===== src/bisr_defs.svh =====
`ifndef BISR_DEFS_SVH
`define BISR_DEFS_SVH
`define BISR_CMD_DESIGN_VOLT 8'h19
`define BISR_CMD_SPEC_INFO 8'h1a
`define BISR_CMD_MFG_DATE 8'h1b
`define BISR_CMD_SERIAL 8'h1c
`define BISR_CMD_MAKER_NAME 8'h20
`define BISR_CMD_DEV_NAME 8'h21
`define BISR_CMD_CHEMISTRY 8'h22
`define BISR_CMD_MFG_DATA 8'h23
`define BISR_CMD_PACK_STAT 8'h2f
`define BISR_FLASH_DESIGN_VOLT 8'h04
`define BISR_FLASH_SPEC_INFO 8'h06
`define BISR_FLASH_MFG_DATE 8'h08
`define BISR_FLASH_SERIAL 8'h0a
`define BISR_FLASH_MAKER_LEN 8'h0e
`define BISR_FLASH_DEV_LEN 8'h1a
`define BISR_FLASH_CHEM_LEN 8'h22
`define BISR_FLASH_PACK_CFG 8'h28
`define BISR_MAKER_MAX 8'h0b
`define BISR_DEV_MAX 8'h07
`define BISR_CHEM_MAX 8'h04
`define BISR_MFG_DATA_LEN 8'h0c
`define BISR_ERR_OK 3'h0
`define BISR_ERR_UNSUPPORTED 3'h3
`define BISR_ERR_ACCESS_DENIED 3'h4
`define BISR_ST_FRONT_END 7
`define BISR_ST_EDV_TWO 6
`define BISR_ST_SEALED 5
`define BISR_ST_QUALIFIED 4
`define BISR_ST_ZERO 3
`define BISR_ST_SAFETY_OV 2
`define BISR_ST_CELL_OV 1
`define BISR_ST_CELL_UV 0
`define BISR_DAY_LSB 0
`define BISR_MONTH_LSB 5
`define BISR_YEAR_LSB 9
`define BISR_YEAR_BASE 1980
`endif


===== src/bisr_pkg.sv =====
package bisr_pkg;
  // Kind of answer a command produces.
  typedef enum logic [1:0] {
    BISR_KIND_NONE,
    BISR_KIND_WORD,
    BISR_KIND_BLOCK
  } bisr_kind_t;
  // Transfer state of the responder.
  typedef enum logic [1:0] {
    BISR_IDLE,
    BISR_FETCH,
    BISR_SEND
  } bisr_state_t;
endpackage : bisr_pkg


===== src/bisr_top.sv =====
`timescale 1ns/1ps
`include "bisr_defs.svh"
// Read-only battery information responder.
module bisr_top #(
  parameter int NCELL = 4
) (
  input wire logic mclk_i,
  input wire logic rst_n_i,
  input wire logic ce_i,
  input wire logic cmd_valid_i,
  input wire logic [7:0] cmd_code_i,
  input wire logic cmd_write_i,
  input wire logic byte_ready_i,
  output logic byte_valid_o,
  output logic [7:0] byte_data_o,
  output logic byte_last_o,
  output logic cmd_done_o,
  output logic [2:0] err_code_o,
  output logic [7:0] flash_addr_o,
  input wire logic [7:0] flash_data_i,
  input wire logic front_end_check_fail_i,
  input wire logic [15:0] pack_voltage_i,
  input wire logic [15:0] cell_voltage_i,
  input wire logic use_cell_voltage_i,
  input wire logic [15:0] end_voltage_two_i,
  input wire logic [NCELL*16-1:0] cell_volts_i,
  input wire logic [15:0] cell_under_limit_i,
  input wire logic sealed_i,
  input wire logic discharge_qualified_i,
  input wire logic safety_overvoltage_i,
  input wire logic cell_over_voltage_i,
  input wire logic [7:0] gauge_cfg_i,
  input wire logic [7:0] misc_cfg_i,
  input wire logic [7:0] digital_filter_i,
  input wire logic [7:0] self_discharge_i,
  input wire logic [7:0] load_estimate_i,
  input wire logic [7:0] battery_low_i,
  input wire logic [15:0] near_full_i,
  input wire logic [7:0] front_end_status_i,
  input wire logic [15:0] pending_edv_i,
  output logic [7:0] pack_status_o
);
  bisr_pkg::bisr_state_t state_r;
  bisr_pkg::bisr_kind_t kind_r;
  logic [7:0] cmd_r;
  logic [7:0] base_r;
  logic [7:0] idx_r;
  logic [7:0] count_r;
  logic [7:0] max_r;
  logic front_end_r;
  logic end_voltage_two_flag;
  logic cell_under_voltage_flag;
  logic [NCELL-1:0] cell_low;
  logic [15:0] monitored;
  logic [7:0] mfg_byte;
  logic [7:0] send_byte;
  logic [7:0] pack_cfg_r;
  logic xfer;

  // Monitored voltage picked by the programming option.
  assign monitored = use_cell_voltage_i ? cell_voltage_i : pack_voltage_i;

  // End-voltage-two comparison, at or below.
  bisr_cmp #(.WIDTH(16)) u_edv (
    .mclk_i(mclk_i),
    .rst_n_i(rst_n_i),
    .ce_i(ce_i),
    .value_i(monitored),
    .limit_i(end_voltage_two_i),
    .below_only_i(1'b0),
    .hit_o(end_voltage_two_flag)
  );

  // One strict comparator per cell against the cell-under limit.
  genvar gi;
  generate
    for (gi = 0; gi < NCELL; gi++) begin : g_cell
      bisr_cmp #(.WIDTH(16)) u_cuv (
        .mclk_i(mclk_i),
        .rst_n_i(rst_n_i),
        .ce_i(ce_i),
        .value_i(cell_volts_i[gi*16 +: 16]),
        .limit_i(cell_under_limit_i),
        .below_only_i(1'b1),
        .hit_o(cell_low[gi])
      );
    end
  endgenerate
  assign cell_under_voltage_flag = |cell_low;

  // Front-end check result is held as a level.
  always_ff @(posedge mclk_i) begin
    if (!rst_n_i) begin
      front_end_r <= 1'b0;
    end else if (ce_i) begin
      front_end_r <= front_end_check_fail_i;
    end
  end

  // Pack status byte assembly; bit 3 is always zero.
  always_ff @(posedge mclk_i) begin
    if (!rst_n_i) begin
      pack_status_o <= 8'h00;
    end else if (ce_i) begin
      pack_status_o[`BISR_ST_FRONT_END] <= front_end_r;
      pack_status_o[`BISR_ST_EDV_TWO] <= end_voltage_two_flag;
      pack_status_o[`BISR_ST_SEALED] <= sealed_i;
      pack_status_o[`BISR_ST_QUALIFIED] <= discharge_qualified_i;
      pack_status_o[`BISR_ST_ZERO] <= 1'b0;
      pack_status_o[`BISR_ST_SAFETY_OV] <= safety_overvoltage_i;
      pack_status_o[`BISR_ST_CELL_OV] <= cell_over_voltage_i;
      pack_status_o[`BISR_ST_CELL_UV] <= cell_under_voltage_flag;
    end
  end

  // Manufacturer data bytes in transmit order, after the length byte.
  always_comb begin
    case (count_r)
      8'h00: mfg_byte = pack_cfg_r;
      8'h01: mfg_byte = gauge_cfg_i;
      8'h02: mfg_byte = misc_cfg_i;
      8'h03: mfg_byte = digital_filter_i;
      8'h04: mfg_byte = self_discharge_i;
      8'h05: mfg_byte = load_estimate_i;
      8'h06: mfg_byte = battery_low_i;
      8'h07: mfg_byte = near_full_i[7:0];
      8'h08: mfg_byte = near_full_i[15:8];
      8'h09: mfg_byte = front_end_status_i;
      8'h0a: mfg_byte = pending_edv_i[7:0];
      8'h0b: mfg_byte = pending_edv_i[15:8];
      default: mfg_byte = 8'h00;
    endcase
  end

  // Byte presented to the bus in the send state.
  always_comb begin
    send_byte = flash_data_i;
    if (cmd_r == `BISR_CMD_MFG_DATA) begin
      send_byte = (idx_r == 8'h00) ? `BISR_MFG_DATA_LEN : mfg_byte;
    end else if (cmd_r == `BISR_CMD_PACK_STAT) begin
      send_byte = (idx_r == 8'h00) ? pack_status_o : flash_data_i;
    end else if (kind_r == bisr_pkg::BISR_KIND_BLOCK && idx_r == 8'h00) begin
      // Length byte is clipped to the string's maximum.
      send_byte = (flash_data_i > max_r) ? max_r : flash_data_i;
    end
  end

  assign xfer = ce_i && byte_valid_o && byte_ready_i;

  // Flash address follows the byte in flight; pack config for 0x2f high and for all of 0x23.
  always_comb begin
    if (cmd_r == `BISR_CMD_PACK_STAT) begin
      flash_addr_o = `BISR_FLASH_PACK_CFG;
    end else if (cmd_r == `BISR_CMD_MFG_DATA) begin
      flash_addr_o = `BISR_FLASH_PACK_CFG;
    end else if (kind_r == bisr_pkg::BISR_KIND_WORD) begin
      // Flash holds the high byte first; the bus wants the low byte first.
      flash_addr_o = base_r + ((idx_r == 8'h00) ? 8'h01 : 8'h00);
    end else begin
      flash_addr_o = base_r + idx_r;
    end
  end

  // Command decoder, fetch and byte sender.
  always_ff @(posedge mclk_i) begin
    if (!rst_n_i) begin
      state_r <= bisr_pkg::BISR_IDLE;
      kind_r <= bisr_pkg::BISR_KIND_NONE;
      cmd_r <= 8'h00;
      base_r <= 8'h00;
      idx_r <= 8'h00;
      count_r <= 8'h00;
      max_r <= 8'h00;
      pack_cfg_r <= 8'h00;
      byte_valid_o <= 1'b0;
      byte_data_o <= 8'h00;
      byte_last_o <= 1'b0;
      cmd_done_o <= 1'b0;
      err_code_o <= `BISR_ERR_OK;
    end else if (ce_i) begin
      cmd_done_o <= 1'b0;
      case (state_r)
        bisr_pkg::BISR_IDLE: begin
          if (cmd_valid_i) begin
            cmd_r <= cmd_code_i;
            idx_r <= 8'h00;
            count_r <= 8'h00;
            kind_r <= bisr_pkg::BISR_KIND_WORD;
            max_r <= 8'h02;
            state_r <= bisr_pkg::BISR_FETCH;
            err_code_o <= `BISR_ERR_OK;
            case (cmd_code_i)
              `BISR_CMD_DESIGN_VOLT: base_r <= `BISR_FLASH_DESIGN_VOLT;
              `BISR_CMD_SPEC_INFO: base_r <= `BISR_FLASH_SPEC_INFO;
              `BISR_CMD_MFG_DATE: base_r <= `BISR_FLASH_MFG_DATE;
              `BISR_CMD_SERIAL: base_r <= `BISR_FLASH_SERIAL;
              `BISR_CMD_PACK_STAT: base_r <= `BISR_FLASH_PACK_CFG;
              `BISR_CMD_MAKER_NAME: begin
                base_r <= `BISR_FLASH_MAKER_LEN;
                max_r <= `BISR_MAKER_MAX;
                kind_r <= bisr_pkg::BISR_KIND_BLOCK;
              end
              `BISR_CMD_DEV_NAME: begin
                base_r <= `BISR_FLASH_DEV_LEN;
                max_r <= `BISR_DEV_MAX;
                kind_r <= bisr_pkg::BISR_KIND_BLOCK;
              end
              `BISR_CMD_CHEMISTRY: begin
                // Chemistry text passes through to the bus; its length byte is clipped to BISR_CHEM_MAX.
                base_r <= `BISR_FLASH_CHEM_LEN;
                max_r <= `BISR_CHEM_MAX;
                kind_r <= bisr_pkg::BISR_KIND_BLOCK;
              end
              `BISR_CMD_MFG_DATA: begin
                base_r <= `BISR_FLASH_PACK_CFG;
                max_r <= `BISR_MFG_DATA_LEN;
                kind_r <= bisr_pkg::BISR_KIND_BLOCK;
              end
              default: begin
                kind_r <= bisr_pkg::BISR_KIND_NONE;
                err_code_o <= `BISR_ERR_UNSUPPORTED;
                cmd_done_o <= 1'b1;
                state_r <= bisr_pkg::BISR_IDLE;
              end
            endcase
            if (cmd_write_i) begin
              // Every code here is read-only.
              err_code_o <= `BISR_ERR_ACCESS_DENIED;
              cmd_done_o <= 1'b1;
              state_r <= bisr_pkg::BISR_IDLE;
            end
          end
        end
        bisr_pkg::BISR_FETCH: begin
          // Flash data for the current address is ready this cycle.
          if (cmd_r == `BISR_CMD_MFG_DATA && idx_r == 8'h00) begin
            pack_cfg_r <= flash_data_i;
          end
          byte_data_o <= send_byte;
          byte_valid_o <= 1'b1;
          if (kind_r == bisr_pkg::BISR_KIND_BLOCK && idx_r == 8'h00) begin
            count_r <= (cmd_r == `BISR_CMD_MFG_DATA) ? 8'h00 : send_byte;
            byte_last_o <= (cmd_r != `BISR_CMD_MFG_DATA)
                           && (send_byte == 8'h00);
          end else if (kind_r == bisr_pkg::BISR_KIND_WORD) begin
            byte_last_o <= (idx_r == 8'h01);
          end else begin
            byte_last_o <= (cmd_r == `BISR_CMD_MFG_DATA)
                           ? (count_r == 8'h0b) : (idx_r == count_r);
          end
          state_r <= bisr_pkg::BISR_SEND;
        end
        bisr_pkg::BISR_SEND: begin
          if (xfer) begin
            byte_valid_o <= 1'b0;
            if (byte_last_o) begin
              byte_last_o <= 1'b0;
              cmd_done_o <= 1'b1;
              state_r <= bisr_pkg::BISR_IDLE;
            end else begin
              idx_r <= idx_r + 8'h01;
              if (cmd_r == `BISR_CMD_MFG_DATA && idx_r != 8'h00) begin
                count_r <= count_r + 8'h01;
              end
              state_r <= bisr_pkg::BISR_FETCH;
            end
          end
        end
        default: state_r <= bisr_pkg::BISR_IDLE;
      endcase
    end
  end
endmodule : bisr_top


===== src/bisr_cmp.sv =====
`timescale 1ns/1ps
// Compares a voltage against a threshold, registered.
module bisr_cmp #(
  parameter int WIDTH = 16
) (
  input wire logic mclk_i,
  input wire logic rst_n_i,
  input wire logic ce_i,
  input wire logic [WIDTH-1:0] value_i,
  input wire logic [WIDTH-1:0] limit_i,
  input wire logic below_only_i,
  output logic hit_o
);
  // Below or equal, or strictly below when asked.
  always_ff @(posedge mclk_i) begin
    if (!rst_n_i) begin
      hit_o <= 1'b0;
    end else if (ce_i) begin
      hit_o <= below_only_i ? (value_i < limit_i) : (value_i <= limit_i);
    end
  end
endmodule : bisr_cmp


===== config.mk =====
export PLATFORM = sky130hd
export DESIGN_NAME = bisr_top
export DESIGN_NICKNAME = d
export VERILOG_FILES = /design/src/bisr_pkg.sv /design/src/bisr_top.sv /design/src/bisr_cmp.sv
export VERILOG_INCLUDE_DIRS = /design/src /design/src/src
export SDC_FILE = /design/constraint.sdc
export NUM_CORES = 1
export LEC_CHECK = 0
export BUFFER_PORTS_ARGS = -buffer_cell sky130_fd_sc_hd__buf_2
export CAP_MARGIN = 20
export CORE_MARGIN = 5
export CORE_UTILIZATION = 54
export CTS_CLUSTER_DIAMETER = 80
export DETAILED_ROUTE_END_ITERATION = 8
export GPL_ROUTABILITY_DRIVEN = 0
export PLACE_DENSITY = 0.95
export SLEW_MARGIN = 20
export SYNTH_ARGS = -nofsm -noshare
export SYNTH_HDL_FRONTEND = slang
export SYNTH_SLANG_ARGS = --single-unit

===== constraint.sdc =====
create_clock -name mclk_i -period 5.8 [get_ports mclk_i]
set_input_delay 0.87 -clock mclk_i [delete_from_list [all_inputs] [get_ports mclk_i]]
set_output_delay 0.87 -clock mclk_i [all_outputs]
set_load 0.005 [all_outputs]

==> qor.txt <==
Hold_buf cts: 0
Maximum vdd drop: 172 µV
Clock Root Buffer: clkbuf_16
Share of cells above drive strength 1: 29.9%
CP max-delay cell: fa_1
Register share of total power: 35.6%
Num CTS Buffers: 9
Most frequent cell on the critical path: nor2b_1
Post-Route WL: 23.6 mm
Row Count: 41
Wirelength per Cell: 18.6 µm
Cells along the critical path: nor2b_1, nor2_1, ha_1, fa_1, a21o_1, a21oi_1, nor2b_1, o21ai_0, xor2_1, nor3_1, buf_2
Final non-filler cell total: 1270
Worst R2R Start: count_r[0]$_SDFFE_PN0P_
Clock buffer depth: 2
# setup viols final: 0
Syn_nets: 1190
Total Routing Usage GR: 30.5%
Die height: 122 µm
Commonest non-fill, non-tap cell in the layout: buf_2
Yosys reg bits: 71
Die Width: 122 µm
Pin count of the biggest net entering global routing: 32
Mean Syn Cell Area: 8.00 µm²
MaxCap Viol Count: 0
HP Class: reg -> reg
Crit path max fanout: 5
Yosys warning count: 0
Clock Skews: 0.00835 ns
Nets: 1432
Post-synth EDFFs: 0
CTS sink cnt: 71
Residual DRC: 0
Initial Utilization: 54.5%
Arr. time, crit path: 2.73 ns
Endpoints failing hold: 0
Area leader, netlist: dfxtp_1
DP Cell Count: 1252
Pwr dens: 168 nW/µm²
Final period demand of the worst path: 3.60 ns
Seq/Total Area, Yosys: 20.9%
Combinational power share: 21.2%
Worst-Skew Late Latency: 0.34 ns
P_leak: 4.21 nW
Most used DFF post-synth: dfxtp_1
Via count: 7706
Die area: 14900 µm²
Total core area: 12500 µm²
H-tree Lvls: 3
Post-synth ARST share: 0%
TNS Setup: 0 ns
Vias in the first global route: 7681
Buf+Inv Stages, Crit Path: 1
Fill count: 977
Initial antenna violation count: 3
Synth top area share: 20.9%
Post-CTS setup buffer count: 0
Netlist cell types: 79
CTS tree: done
Max Freq: 278 MHz
Routed Antenna Nets: 0
Crit start category: register
Synthesized area: 6800 µm²
CP startpoint: kind_r[0]$_SDFFE_PN0P_
CP Data Required Time: 4.93 ns
Worst-path clk slew: 0.07 ns
Final hold slack: 0.452 ns
Global-route wire length before repair: 36.5 mm
I/O pin count: 274
Worst Max-Slew Pin Slew: 0.931 ns
Net Sw Power: 0.000395 W
Max Transition Viols Final: 0
P_int: 0.00103 W
Unrepaired setup endpoints after global routing: no
Critical Path End Type: primary output
Switching fraction of total power: 27.7%
Area Growth Syn to Fin: 25.6%
Power consumption: 0.00143 W
DRT iter0 DRCs: 903
Post_cts resized: 0
Slowest Stage Delay on Critical Path: 0.42 ns
PortBufs: 272
Detailed Routing Iterations Pass 1: 9
Hpwl dp: 18.9 mm
Setup CP Type: reg -> out
Fin crit share: 62.1%
Clk pwr share: 43.2%
Cell family with most CP delay: adder cells
Most frequent cells in the layout: 272 x buf_2, 96 x ha_1, 79 x nand2_1
Status: finished, final reports clean
Area contributors post-synth: dfxtp_1 21%, ha_1 18%, a21oi_1 5.0%, nand2_1 4.4%, nor2_1 3.5%
Vias per cell: 6.07
Total grt overflow: 0
Relative slew slack: 37.9%
Synthesized netlist cell count: 849
Hold_sp: cmd_r[5]$_SDFFE_PN0P_
[final timing paths]
check / end / slack (ns) / cells past startpoint
max reg2reg: count_r[3]$_SDFFE_PN0P_ / 2.80 / 10
max: flash_addr_o[7] / 2.20 / 11
min reg2reg: cmd_r[5]$_SDFFE_PN0P_ / 0.45 / 2
min: cmd_r[5]$_SDFFE_PN0P_ / 0.45 / 2
[power groups by stage]
stage	clock, W	sequential [W]	combinational (W)
global placement	0	0.000519	0.000283
global route	0.000645	0.000510	0.000340
CTS	0.000617	0.000509	0.000301
detailed placement	0	0.000520	0.000298
finish	0.000618	0.000509	0.000303
floorplan	0	0.000516	0.000162
[cells by family (layout without fill, tap and decap cells)]
group / after synthesis / count (layout) / share of synthesized area (%)
other: 1 / 3 / 0.0552
flip-flops: 71 / 71 / 20.9
AND/OR/NAND/NOR: 285 / 285 / 21.7
multiplexers: 34 / 34 / 5.28
AO/OA/AOI/OAI: 248 / 248 / 25.6
buffers and inverters: 88 / 335 / 5.23
XOR/XNOR: 25 / 25 / 3.22
adder cells (fa/ha/maj): 97 / 97 / 18.0
[cell usage after synthesis (all sizes together) (16+ instances only)]
master,instances
and3,16
o21ai,37
dfxtp,71
mux2i,19
a21o,25
a211oi,18
nor2,67
inv,44
nand3,31
a22o,19
a21oi,68
clkbuf,28
nand2,79
ha,96
[per-stage QoR]
step | utilization, % | setup slack, ns | area, µm²
floorplan | - | 2.70 | 6800
global placement | 65.8 | 2.62 | 8200
detailed placement | 65.8 | 2.58 | 8200
CTS | 68.4 | 2.21 | 8530
global route | 68.4 | 2.01 | 8530
finish | 68.5 | 2.20 | 8530
[registers in the layout, indices dropped and copies added (netlist names), 2 cells and up]
register / cells
pack_cfg_r: 8
g_cell.u_cuv.hit_o: 4
count_r: 8
state_r: 2
err_code_o: 2
max_r: 4
base_r: 5
byte_data_o: 8
pack_status_o: 7
cmd_r: 8
kind_r: 2
idx_r: 8
[layout make-up]
type                       instances  area, µm²  area share (%)
antenna                            2       5.00          0.0587
clock buffer                       9        225            2.64
clock inverter                     7        103            1.20
inverter                          45        169            1.98
multi-input combinational        690       5020            58.8
sequential                        71       1420            16.7
tap                              172        215            2.52
timing repair buffer             274       1380            16.1
[routing by layer]
layer	part of all wire (%)	global-route usage, %	up-vias
li1	-	-	3624
met2	48	54.0	446
met4	5.3	15.8	4
met3	10	8.91	131
met1	36	32.8	3501
met5	0.089	0	-
[worst register-to-register path, stage by stage (launching register included)]
cell	delay (ns)
dfxtp_1	0.50
inv_1	0.12
ha_1	0.53
a22oi_1	0.30
a21oi_1	0.09
o21ai_0	0.29
o2111ai_2	0.17
a221oi_2	0.37
a31oi_4	0.07
a32o_1	0.28
a22o_1	0.19
No activity file was read; power rests on OpenSTA's default activity.
